File: src/design/tpc_pkg.sv
// shared constants and types for the timer pwm host controller
package tpc_pkg;
   // software-facing register byte offsets
   localparam logic [7:0] TPC_SW_CMD     = 8'h00;
   localparam logic [7:0] TPC_SW_PERIOD  = 8'h04;
   localparam logic [7:0] TPC_SW_WIDTH   = 8'h08;
   localparam logic [7:0] TPC_SW_CONFIG  = 8'h0c;
   localparam logic [7:0] TPC_SW_STATUS  = 8'h10;
   localparam logic [7:0] TPC_SW_LAST_RD = 8'h14;
   // command bits
   localparam int TPC_CMD_INIT   = 0;
   localparam int TPC_CMD_UPDATE = 1;
   localparam int TPC_CMD_HALT   = 2;
   localparam int TPC_CMD_RESUME = 3;
   // config fields
   localparam int TPC_CFG_CH_LSB = 0;
   localparam int TPC_CFG_BUF    = 3;
   localparam int TPC_CFG_SETCMP = 4;
   localparam int TPC_CFG_FULL   = 5;
   localparam int TPC_CFG_ZERO   = 6;
   localparam int TPC_CFG_PS_LSB = 8;
   // status fields
   localparam int TPC_ST_BUSY    = 0;
   localparam int TPC_ST_ERR     = 1;
   localparam int TPC_ST_ODD_LSB = 4;
   // reset values
   localparam logic [15:0] TPC_PERIOD_RST = 16'hffff;
   localparam logic [15:0] TPC_WIDTH_RST  = 16'h0000;
   localparam logic [10:0] TPC_CONFIG_RST = 11'h000;
   // timer unit register byte addresses
   localparam logic [7:0] TPC_DEV_MAIN   = 8'h00;
   localparam logic [7:0] TPC_DEV_PER_H  = 8'h0c;
   localparam logic [7:0] TPC_DEV_PER_L  = 8'h10;
   localparam logic [7:0] TPC_DEV_CH0    = 8'h14;
   localparam logic [7:0] TPC_DEV_CH_STR = 8'h0c;
   localparam logic [7:0] TPC_DEV_VAL_H  = 8'h04;
   localparam logic [7:0] TPC_DEV_VAL_L  = 8'h08;
   // timer_main_control bits
   localparam int TPC_MAIN_FLAG  = 7;
   localparam int TPC_MAIN_IRQEN = 6;
   localparam int TPC_MAIN_HALT  = 5;
   localparam int TPC_MAIN_RST   = 4;
   // channel_control bits
   localparam int TPC_CC_FLAG  = 7;
   localparam int TPC_CC_IRQEN = 6;
   localparam int TPC_CC_BUF   = 5;
   localparam int TPC_CC_UNBUF = 4;
   localparam int TPC_CC_ACTH  = 3;
   localparam int TPC_CC_ACTL  = 2;
   localparam int TPC_CC_TOV   = 1;
   localparam int TPC_CC_FULL  = 0;

   typedef enum logic [1:0] {ST_IDLE, ST_SETUP, ST_ACCESS, ST_IRQ} tpc_state_t;
   typedef enum logic [2:0] {M_INIT, M_BUF, M_UNBUF, M_HALT, M_GO} tpc_mode_t;
   typedef enum logic [3:0] {
      SP_HALT, SP_RST, SP_PERH, SP_PERL, SP_VALH, SP_VALL, SP_CCTL, SP_GO,
      SP_ARM, SP_WAIT, SP_RDFLAG, SP_CLR, SP_DONE
   } tpc_step_t;
endpackage : tpc_pkg

File: src/design/tpc_host.sv
// host controller that programs and updates the timer unit pwm channels
// Summary of operation
// - shorten unbuffered width: arm channel interrupt, write value after it fires
// - lengthen unbuffered width: arm wrap interrupt, write value after it fires
// - never program toggle-on-compare output action for a pwm channel
// - buffered updates go only to the inactive value pair
// - init: halt counter first, then reset counter and prescaler
// - init: load period limit, then channel pulse width
// - mode select 0:1 for unbuffered, 1:0 for buffered
// - set toggle_on_wrap unless config zero bit is set; action 1:0 clears or 1:1 sets on compare
// - final init step clears the counter halt bit
// - halt the timer before wait when no timer function is needed
`timescale 1ns/1ps
module tpc_host (
   // clock and reset
   input  wire logic        pclk,
   input  wire logic        presetn,
   // software apb slave
   input  wire logic        psel,
   input  wire logic        penable,
   input  wire logic        pwrite,
   input  wire logic [7:0]  paddr,
   input  wire logic [31:0] pwdata,
   output logic [31:0]      prdata,
   output logic             pready,
   output logic             pslverr,
   // apb master to timer unit
   output logic             m_psel,
   output logic             m_penable,
   output logic             m_pwrite,
   output logic [7:0]       m_paddr,
   output logic [31:0]      m_pwdata,
   input  wire logic [31:0] m_prdata,
   input  wire logic        m_pready,
   // timer unit interrupt pin
   input  wire logic        timer_irq
);
   import tpc_pkg::*;

   function automatic logic [7:0] ch_base(input logic [2:0] ch);
      ch_base = TPC_DEV_CH0 + 8'(ch) * TPC_DEV_CH_STR;
   endfunction : ch_base

   function automatic logic [7:0] main_val(input logic halt, input logic rst,
                                           input logic ien, input logic [2:0] ps);
      main_val = 8'h00;
      main_val[TPC_MAIN_HALT]  = halt;
      main_val[TPC_MAIN_RST]   = rst;
      main_val[TPC_MAIN_IRQEN] = ien;
      main_val[2:0]            = ps;
   endfunction : main_val

   // control value: legal mode pair, never toggle-on-compare
   function automatic logic [7:0] cc_val(input logic buf_m, input logic setc,
                                         input logic zero, input logic full,
                                         input logic ien);
      cc_val = 8'h00;
      cc_val[TPC_CC_IRQEN] = ien;
      cc_val[TPC_CC_BUF]   = buf_m;
      cc_val[TPC_CC_UNBUF] = ~buf_m;
      cc_val[TPC_CC_ACTH]  = 1'b1;
      cc_val[TPC_CC_ACTL]  = setc;
      cc_val[TPC_CC_TOV]   = ~zero;
      cc_val[TPC_CC_FULL]  = full;
   endfunction : cc_val

   function automatic tpc_step_t next_step(input tpc_step_t s, input tpc_mode_t m);
      unique case (s)
         SP_HALT:   next_step = (m == M_INIT) ? SP_RST : SP_DONE;
         SP_RST:    next_step = SP_PERH;
         SP_PERH:   next_step = SP_PERL;
         SP_PERL:   next_step = SP_VALH;
         SP_VALH:   next_step = SP_VALL;
         SP_VALL:   next_step = (m == M_INIT) ? SP_CCTL : SP_DONE;
         SP_CCTL:   next_step = SP_GO;
         SP_GO:     next_step = SP_DONE;
         SP_ARM:    next_step = SP_WAIT;
         SP_WAIT:   next_step = SP_RDFLAG;
         SP_RDFLAG: next_step = SP_CLR;
         SP_CLR:    next_step = SP_VALH;
         default:   next_step = SP_DONE;
      endcase
   endfunction : next_step

   // software registers
   logic [15:0]  period_q, width_q, cur_width_q;
   logic [10:0]  config_q;
   logic         err_q, irq_seen_q;
   logic [2:0]   last_odd_q;
   logic [31:0]  last_rd_q, prdata_q;
   logic         irq_m_q, irq_s_q;
   tpc_state_t   state_q;
   tpc_mode_t    mode_q;
   tpc_step_t    step_q;

   wire  [2:0]   cfg_ch    = config_q[TPC_CFG_CH_LSB +: 3];
   wire          cfg_buf   = config_q[TPC_CFG_BUF];
   wire  [2:0]   cfg_ps    = config_q[TPC_CFG_PS_LSB +: 3];
   wire  [1:0]   pair      = cfg_ch[2:1];
   wire          busy      = (state_q != ST_IDLE);
   wire          unb_short = (width_q < cur_width_q);

   // software bus decode
   wire          sw_setup  = psel && !penable;
   wire          sw_wr     = psel && penable && pwrite;
   wire          sw_mapped = (paddr == TPC_SW_CMD) || (paddr == TPC_SW_PERIOD) ||
                             (paddr == TPC_SW_WIDTH) || (paddr == TPC_SW_CONFIG) ||
                             (paddr == TPC_SW_STATUS) || (paddr == TPC_SW_LAST_RD);
   wire          cmd_wr    = sw_wr && (paddr == TPC_SW_CMD);
   wire          cmd_any   = cmd_wr && (pwdata[3:0] != 4'h0);
   wire          cmd_bad   = busy || (pwdata[TPC_CMD_UPDATE] && cfg_buf && cfg_ch[0]) ||
                             (pwdata[TPC_CMD_INIT] && cfg_buf && cfg_ch[0]);
   wire          cmd_go    = cmd_any && !cmd_bad;
   wire [31:0]   status_w  = {25'h0, last_odd_q, 2'b00, err_q, busy};
   wire [31:0]   rd_mux    = (paddr == TPC_SW_PERIOD)  ? {16'h0, period_q} :
                             (paddr == TPC_SW_WIDTH)   ? {16'h0, width_q} :
                             (paddr == TPC_SW_CONFIG)  ? {21'h0, config_q} :
                             (paddr == TPC_SW_STATUS)  ? status_w :
                             (paddr == TPC_SW_LAST_RD) ? last_rd_q : 32'h0;

   assign pready  = 1'b1;
   assign pslverr = psel && penable && !sw_mapped;
   assign prdata  = prdata_q;

   // command mode and first step
   wire tpc_mode_t cmd_mode  = pwdata[TPC_CMD_INIT]   ? M_INIT :
                               pwdata[TPC_CMD_UPDATE] ? (cfg_buf ? M_BUF : M_UNBUF) :
                               pwdata[TPC_CMD_HALT]   ? M_HALT : M_GO;
   wire tpc_step_t cmd_first = (cmd_mode == M_INIT || cmd_mode == M_HALT) ? SP_HALT :
                               (cmd_mode == M_BUF) ? SP_VALH :
                               (cmd_mode == M_UNBUF) ? SP_ARM : SP_GO;

   // master bus step handling
   wire            xfer_done = m_psel && m_penable && m_pready;
   wire tpc_step_t nxt_step  = next_step(step_q, mode_q);
   wire tpc_mode_t ld_mode   = (state_q == ST_IDLE) ? cmd_mode : mode_q;
   wire tpc_step_t ld_step   = (state_q == ST_IDLE) ? cmd_first :
                               (state_q == ST_IRQ) ? SP_RDFLAG : nxt_step;
   wire            ld_bus    = (state_q == ST_IDLE) ? cmd_go :
                               (state_q == ST_IRQ) ? irq_s_q :
                               (state_q == ST_ACCESS) ? (xfer_done && nxt_step != SP_DONE &&
                                                         nxt_step != SP_WAIT) : 1'b0;
   // buffered writes target the inactive register pair
   wire            tgt_odd   = (ld_mode == M_BUF) ? ~last_odd_q[pair] : cfg_ch[0];
   wire  [2:0]     val_ch    = {cfg_ch[2:1], tgt_odd};
   wire            arm_ch    = unb_short;
   wire  [7:0]     cc_now    = cc_val(cfg_buf, config_q[TPC_CFG_SETCMP],
                                      config_q[TPC_CFG_ZERO], config_q[TPC_CFG_FULL], 1'b0);
   wire  [7:0]     cc_arm    = cc_val(cfg_buf, config_q[TPC_CFG_SETCMP],
                                      config_q[TPC_CFG_ZERO], config_q[TPC_CFG_FULL], 1'b1);
   wire  [7:0]     ld_addr   =
      (ld_step == SP_PERH) ? TPC_DEV_PER_H :
      (ld_step == SP_PERL) ? TPC_DEV_PER_L :
      (ld_step == SP_VALH) ? ch_base(val_ch) + TPC_DEV_VAL_H :
      (ld_step == SP_VALL) ? ch_base(val_ch) + TPC_DEV_VAL_L :
      (ld_step == SP_CCTL) ? ch_base(cfg_ch) :
      ((ld_step == SP_ARM || ld_step == SP_RDFLAG || ld_step == SP_CLR) && arm_ch) ?
         ch_base(cfg_ch) : TPC_DEV_MAIN;
   wire  [7:0]     ld_byte   =
      (ld_step == SP_HALT) ? main_val(1'b1, 1'b0, 1'b0, cfg_ps) :
      (ld_step == SP_RST)  ? main_val(1'b1, 1'b1, 1'b0, cfg_ps) :
      (ld_step == SP_PERH) ? period_q[15:8] :
      (ld_step == SP_PERL) ? period_q[7:0] :
      (ld_step == SP_VALH) ? width_q[15:8] :
      (ld_step == SP_VALL) ? width_q[7:0] :
      (ld_step == SP_CCTL) ? cc_now :
      (ld_step == SP_ARM)  ? (arm_ch ? cc_arm : main_val(1'b0, 1'b0, 1'b1, cfg_ps)) :
      (ld_step == SP_CLR)  ? (arm_ch ? cc_now : main_val(1'b0, 1'b0, 1'b0, cfg_ps)) :
      main_val(1'b0, 1'b0, 1'b0, cfg_ps);
   wire            ld_write  = (ld_step != SP_RDFLAG);

   // interrupt pin synchroniser
   always_ff @(posedge pclk or negedge presetn) begin
      if (!presetn) begin
         irq_m_q <= 1'b0;
         irq_s_q <= 1'b0;
      end else begin
         irq_m_q <= timer_irq;
         irq_s_q <= irq_m_q;
      end
   end

   // software registers
   always_ff @(posedge pclk or negedge presetn) begin
      if (!presetn) begin
         period_q <= TPC_PERIOD_RST;
         width_q  <= TPC_WIDTH_RST;
         config_q <= TPC_CONFIG_RST;
         err_q    <= 1'b0;
         prdata_q <= 32'h0;
      end else begin
         if (sw_wr && paddr == TPC_SW_PERIOD) period_q <= pwdata[15:0];
         if (sw_wr && paddr == TPC_SW_WIDTH)  width_q  <= pwdata[15:0];
         if (sw_wr && paddr == TPC_SW_CONFIG) config_q <= pwdata[10:0];
         if (cmd_any && cmd_bad)              err_q    <= 1'b1;
         else if (cmd_go)                     err_q    <= 1'b0;
         if (sw_setup)                        prdata_q <= rd_mux;
      end
   end

   // sequencer and master bus
   always_ff @(posedge pclk or negedge presetn) begin
      if (!presetn) begin
         state_q     <= ST_IDLE;
         mode_q      <= M_GO;
         step_q      <= SP_DONE;
         m_psel      <= 1'b0;
         m_penable   <= 1'b0;
         m_pwrite    <= 1'b0;
         m_paddr     <= 8'h00;
         m_pwdata    <= 32'h0;
         last_rd_q   <= 32'h0;
         last_odd_q  <= 3'b000;
         cur_width_q <= TPC_WIDTH_RST;
         irq_seen_q  <= 1'b0;
      end else begin
         if (ld_bus) begin
            m_psel    <= 1'b1;
            m_penable <= 1'b0;
            m_pwrite  <= ld_write;
            m_paddr   <= ld_addr;
            m_pwdata  <= {24'h0, ld_byte};
            step_q    <= ld_step;
            state_q   <= ST_SETUP;
            mode_q    <= ld_mode;
         end
         if (state_q == ST_IDLE && cmd_go) irq_seen_q <= 1'b0;
         if (state_q == ST_SETUP) begin
            m_penable <= 1'b1;
            state_q   <= ST_ACCESS;
         end
         if (state_q == ST_IRQ && irq_s_q) irq_seen_q <= 1'b1;
         if (xfer_done) begin
            if (!m_pwrite) last_rd_q <= m_prdata;
            if (step_q == SP_VALL) begin
               cur_width_q      <= width_q;
               last_odd_q[pair] <= val_ch[0];
            end
            if (!ld_bus) begin
               m_psel    <= 1'b0;
               m_penable <= 1'b0;
               step_q    <= nxt_step;
               state_q   <= (nxt_step == SP_WAIT) ? ST_IRQ : ST_IDLE;
            end
         end
      end
   end
endmodule : tpc_host

File: config.mk
export PLATFORM = sky130hd
export DESIGN_NAME = tpc_host
export DESIGN_NICKNAME = d
export VERILOG_FILES = /design/src/design/tpc_pkg.sv /design/src/design/tpc_host.sv
export SDC_FILE = /design/constraint.sdc
export NUM_CORES = 1
export LEC_CHECK = 0
export BUFFER_PORTS_ARGS = -buffer_cell sky130_fd_sc_hd__buf_2
export CORE_MARGIN = 2
export CORE_UTILIZATION = 34
export CTS_BUF_LIST = sky130_fd_sc_hd__clkbuf_4 sky130_fd_sc_hd__clkbuf_8
export DETAILED_ROUTE_END_ITERATION = 6
export SLEW_MARGIN = 20
export SYNTH_ARGS = -nofsm -noshare
export SYNTH_HDL_FRONTEND = slang
export SYNTH_SLANG_ARGS = --single-unit
File: constraint.sdc
create_clock -name pclk -period 3.3 [get_ports pclk]
set_input_delay 0.99 -clock pclk [delete_from_list [all_inputs] [get_ports pclk]]
set_output_delay 0.99 -clock pclk [all_outputs]
set_load 0.01 [all_outputs]
======== Word level (Yosys, flattened, before mapping) ========
Cells that the tools add are included.
cells by class
  equal/unequal tests ..................... 35
  bitwise logic cells ..................... 4
  reductions and logical operators ........ 46
  add/subtract/negate cells ............... 4
  magnitude comparators ................... 3
  multiply operators ...................... 2
  mux-type cells .......................... 61
operators by type and width
  kind                                                                   count
  32-bit two-way mux                                                     5
  8-bit two-way mux                                                      12
  4-bit two-way mux                                                      10
  4-bit case mux with 10 select lines                                    1
  4-bit equality test, second input constant                             8
  4-bit by 3-bit equality test with 1-bit output, second input constant  6
  1-bit logical AND                                                      21
  6-bit two-way mux                                                      3
  5-bit by 7-bit adder with 8-bit output, first input constant           2
  4-bit by 2-bit equality test with 1-bit output, second input constant  4
  8-bit by 4-bit equality test with 1-bit output, second input constant  2
  8-bit by 5-bit equality test with 1-bit output, second input constant  2
  16-bit less-than comparator                                            1
  1-bit two-way mux                                                      15
  7-bit two-way mux                                                      2
  2-bit two-way mux                                                      6
  3-bit two-way mux                                                      4
  4-bit != test, second input constant                                   3
  1-bit logical OR                                                       10
  3-bit by 2-bit multiplier with 5-bit output, second input constant     2
  8-bit by 3-bit adder with 8-bit output, second input constant          1
  8-bit by 4-bit adder with 8-bit output, second input constant          1
  4-bit by 1-bit equality test with 1-bit output, second input constant  2
  8-bit by 3-bit equality test with 1-bit output, second input constant  1
  other kinds (19)                                                       31
word-level totals
  output and inout bits ................... 77
  bits in registers ....................... 157

======== Longest topological paths before layout ========
  depth after elaboration ................. 18
  depth in mapped cells ................... 16
  depth with buffers taken out ............ 15

======== Worst setup path before layout ========
Ideal clock, no wire load.
  path kind ............................... input -> register
  start ................................... in pwdata[1]
  end ..................................... reg m_paddr[7]
  stages on the path ...................... 13
  slack ................................... -0.310 ns
  arrival time ............................ 3.489 ns
  setup time .............................. 0.121 ns
  path buffers ............................ 1
  path through ............................ buf_6 -> and4bb_2 -> a32oi_2 -> mux2i_4 -> inv_1 -> ha_1 -> xor2_1 -> ha_1 -> nand3_1 -> xnor2_1 -> o21ai_0 -> o31a_1 -> o21ai_1
on the way
  elaborated cells on any way between the ends .. 44
  those cells by class .................... add/sub: 3; mul: 1; eq/ne: 12; mux: 15; reduce/logical: 13
RTL lines
  what                                                line             RTL
  start: declaration                                  tpc_host.sv:23   input wire logic [31:0] pwdata,
  3-bit two-way mux (*)                               tpc_host.sv:127  pwdata[TPC_CMD_UPDATE] ? (cfg_buf ? M_BUF : M_UNBUF) :
  3-bit two-way mux (*)                               tpc_host.sv:126  wire tpc_mode_t cmd_mode = pwdata[TPC_CMD_INIT] ? M_INIT :
  3-bit two-way mux (*)                               tpc_host.sv:136  wire tpc_mode_t ld_mode = (state_q == ST_IDLE) ? cmd_mode : mode_q;
  3-bit by 1-bit equality test with 1-bit output (*)  tpc_host.sv:144  wire tgt_odd = (ld_mode == M_BUF) ? ~last_odd_q[pair] : cfg_ch[0];
  1-bit two-way mux (*)                               tpc_host.sv:144
  net tgt_odd                                         tpc_host.sv:144
  3-bit by 2-bit multiplier with 5-bit output (*)     tpc_host.sv:41   ch_base = TPC_DEV_CH0 + 8'(ch) * TPC_DEV_CH_STR;
  5-bit by 7-bit adder with 8-bit output (*)          tpc_host.sv:41
  8-bit by 4-bit adder with 8-bit output              tpc_host.sv:155  (ld_step == SP_VALL) ? ch_base(val_ch) + TPC_DEV_VAL_L :
  8-bit two-way mux                                   tpc_host.sv:155
  8-bit two-way mux (*)                               tpc_host.sv:154  (ld_step == SP_VALH) ? ch_base(val_ch) + TPC_DEV_VAL_H :
  8-bit two-way mux (*)                               tpc_host.sv:153  (ld_step == SP_PERL) ? TPC_DEV_PER_L :
  8-bit two-way mux (*)                               tpc_host.sv:152  (ld_step == SP_PERH) ? TPC_DEV_PER_H :
  end signal: assignment                              tpc_host.sv:221  m_paddr <= ld_addr;
  end: declaration                                    tpc_host.sv:31   output logic [7:0] m_paddr,
Mark *: on every way through the listed nets, which the timed path passes. The rest lies on a longest branch.
A chain may end at the register's enable or synchronous reset.

======== Worst setup path after layout ========
  start ................................... in paddr[0]
  end ..................................... out pslverr
on the way
  cells in the longest elaborated chain, start to end .. 8
  elaborated cells on any way between the ends .. 13
  those cells by class .................... eq/ne: 5; reduce/logical: 8
ends and longest elaborated chain
  what                                                                                        line             RTL
  start: declaration                                                                          tpc_host.sv:22   input wire logic [7:0] paddr,
  8-bit by 3-bit equality test with 1-bit output / 8-bit logical NOT (equally long branches)  tpc_host.sv:106  wire sw_mapped = (paddr == TPC_SW_CMD) || (paddr == TPC_SW_PERIOD) ||
  1-bit logical OR (2 in a row)                                                               tpc_host.sv:106
  1-bit logical OR (2 in a row)                                                               tpc_host.sv:107  (paddr == TPC_SW_WIDTH) || (paddr == TPC_SW_CONFIG) ||
  1-bit logical OR (*)                                                                        tpc_host.sv:108  (paddr == TPC_SW_STATUS) || (paddr == TPC_SW_LAST_RD);
  1-bit logical NOT (*)                                                                       tpc_host.sv:122  assign pslverr = psel && penable && !sw_mapped;
  1-bit logical AND (*)                                                                       tpc_host.sv:122
  end: declaration                                                                            tpc_host.sv:26   output logic pslverr,
Mark *: on every way between the ends. The rest lies on a longest branch, timed or not.

==> impl_metrics.json <==
{
  "grt_pass1_vias": 6571,
  "drt_iter0_drc": 584,
  "path_common_cell": "buf_2",
  "relSlewSlack": 0.619,
  "yosysMostFrequentCell": "dfrtp_1",
  "clockRootBuffer": "clkbuf_8",
  "timing.rr.start": "state_q[1]$_DFF_PN0_",
  "drt_wl_total_um": 24400,
  "drc": 0,
  "overflow": 0,
  "die_h_um": 162,
  "cts_made_buffers": 17,
  "synth_top_cell_area_share": 0.399,
  "seq_area_frac_synth": 0.458,
  "cap_violations": 0,
  "num_vias": 6888,
  "finalSetupViolCount": 0,
  "hold_viol": 0,
  "drv_slew": 0,
  "gp_congestion": 0.889,
  "reg2reg_to": "m_paddr[4]$_DFFE_PN0P_",
  "clock-sinks": 155,
  "layout-drive-gt1-share": 0.344,
  "outcome": "completed",
  "crit_chain": "buf_2 > or4_1 > nor2_1 > a21oi_1 > buf_2",
  "startpoint": "paddr[0]",
  "seqCellArea_um2": 3900,
  "power_density_nw_per_um2": 365,
  "synth.area.top_cells": "dfrtp_1 40%, mux2_2 9.5%, dfstp_2 5.9%",
  "start_util": 0.348,
  "num_io_pins": 156,
  "antenna_cells": 0,
  "io_buffers": 112,
  "die-area_um2": 26300,
  "postSynth.asyncResetShare": 1.00,
  "max_stage_delay_ns": 0.56,
  "fin_crit_ns": 3.07,
  "finClkSkew_ns": 0.0189,
  "viasPerCell": 5.29,
  "slowest_stage": "or4_1",
  "arrival_ns": 2.08,
  "synth_cell_types": 82,
  "post_drt_wl_per_cell_um": 18.7,
  "ant_nets": 0,
  "ctsHoldBuffers": 0,
  "h-tree-depth": 4,
  "irDropWorstVdd_uv": 252,
  "power.leakage_nw": 4.96,
  "finalCritPeriodShare": 0.930,
  "syn_avg_cell_area_um2": 10.3,
  "crit_fanout": 3,
  "yosys.area.top_type": "dfrtp_1",
  "dp_hpwl_um": 17900,
  "worstSetupEndpointType": "primary output",
  "clk_pin_slew_ns": 0.10,
  "syn_inst": 829,
  "endpoint": "pslverr",
  "yosysWarnings": 0,
  "rrSetupSlack_ns": 0.29,
  "syn2layout_area_growth_pct": 18.5,
  "ctsResizeCount": 0,
  "grt_pass1_wl_um": 38200,
  "coreArea_um2": 24500,
  "setup_tns_ns": 0,
  "multi_input_area_um2": 4240,
  "layout.nets": 1075,
  "dp_cells": 1270,
  "grt_max_degree": 59,
  "cp-start-kind": "primary input",
  "num-fill-cells": 2381,
  "final_cells": 1302,
  "ys.flop_type": "dfrtp_1",
  "hold_path.class": "reg -> reg",
  "core.rowCount": 57,
  "grt_antenna_before_repair": 0,
  "clk_latency_ns": 0.48,
  "synth_seq_cells": 155,
  "grt_use_total": 0.189,
  "reg2reg_depth": 12,
  "path_class": "in -> out",
  "first_pass_iters": 5,
  "cts_buffer_depth": 2,
  "syn-cell-area_um2": 8520,
  "rsz0062_at_grt": "no",
  "crit_required_ns": 2.31,
  "cts_setup_buffers": 0,
  "timing.fmax_ghz": 0.326,
  "die_x_um": 162,
  "cts_tree": "built",
  "synth-edff-count": 0,
  "yosys-top-cells-count": "136 x dfrtp_1, 107 x nand2_1, 72 x mux2_2",
  "tightest_slew_ns": 0.572
}
[critical path: cells and delay by family]
family / cells / cell delay (ns)
AOI/OAI and AO/OA: 1 / 0.09
buffers and inverters: 2 / 0.23
and+or+nand+nor: 2 / 0.77
[area by class of cell]
type,count,share of cell area
timing repair buffer,167,0.103
clock inverter,15,0.0175
multi-input combinational,599,0.420
sequential,155,0.386
tap,324,0.0401
clock buffer,17,0.0232
inverter,25,0.00929
[metal layers]
metal  part of all wire  up-vias  track usage
met2               0.48      234        0.306
met5                  0        -            0
met4              0.013        0       0.0422
met3              0.051       30       0.0294
li1                   -     3197            -
met1               0.45     3427        0.267
[logic make-up after synthesis]
group / synth area share
compound gates: 0.169
xor+xnor: 0.0144
fa+ha+maj: 0.0491
buf+inv: 0.0621
flops: 0.458
mux: 0.109
other cells: 0.000882
simple gates: 0.137
[placed cells by master, fill, tap and decap left out, drive strengths merged, types with 4 or more instances in the layout]
| cell | n |
|---|---|
| xnor2 | 7 |
| a22oi | 6 |
| a21oi | 36 |
| nand2b | 8 |
| o221ai | 4 |
| nor3 | 11 |
| o21ai | 72 |
| inv | 33 |
| a31oi | 18 |
| fa | 4 |
| a211oi | 4 |
| a2bb2oi | 4 |
| o22ai | 5 |
| nand4 | 4 |
| a221oi | 5 |
| o31ai | 5 |
| and3 | 6 |
| nand2 | 109 |
| ha | 27 |
| a222oi | 11 |
| a22o | 5 |
| o211ai | 7 |
| mux2 | 76 |
| o221a | 4 |
| nor2b | 8 |
| or2 | 4 |
| xor2 | 7 |
| nor2 | 41 |
| dfstp | 19 |
| and2 | 4 |
| conb | 27 |
| buf | 167 |
| a221o | 4 |
| a211o | 4 |
| dfrtp | 136 |
| or3 | 4 |
| mux2i | 6 |
| clkbuf | 17 |
| nand3 | 27 |
[sequential cells by signal, indices dropped and copies added, names as in the netlist, 2 cells and up]
name	cells
mode_q	3
step_q	4
m_paddr	6
period_q	16
config_q	11
m_pwdata	8
width_q	16
last_rd_q	32
last_odd_q	3
cur_width_q	16
prdata	32
state_q	2
[where the power goes]
group          internal (mW)  total, mW  leakage [nW]  switching, mW
clock network          0.638       1.49         0.197          0.851
registers               1.93       1.95          1.96         0.0198
logic                 0.0943      0.253          2.80          0.159
total                   2.66       3.69          4.96           1.03
[metrics by stage]
stage          cell area, µm²  utilization  total power [mW]  setup WS [ns]  hold slack, ns
6_report                10100        0.413              3.69          0.230           0.380
5_1_grt                 10100        0.413              3.84          0.131           0.390
4_1_cts                 10100        0.413              3.73          0.222           0.390
3_5_place_dp             9690        0.396              2.24         -0.246           0.362
3_3_place_gp             9690        0.396              2.24         -0.220           0.357
2_1_floorplan            8670            -              2.11         -0.226           0.331
[worst min path at each step]
stage	from	end	slack, ns	depth (start not counted)
detailed placement	irq_m_q$_DFF_PN0_	irq_s_q$_DFF_PN0_	0.36	0
global placement	irq_m_q$_DFF_PN0_	irq_s_q$_DFF_PN0_	0.36	0
global route	irq_m_q$_DFF_PN0_	irq_s_q$_DFF_PN0_	0.39	0
floorplan	irq_m_q$_DFF_PN0_	irq_s_q$_DFF_PN0_	0.33	0
finish	irq_m_q$_DFF_PN0_	irq_s_q$_DFF_PN0_	0.38	0
CTS	irq_m_q$_DFF_PN0_	irq_s_q$_DFF_PN0_	0.39	0
No activity file was read; power rests on OpenSTA's default activity.
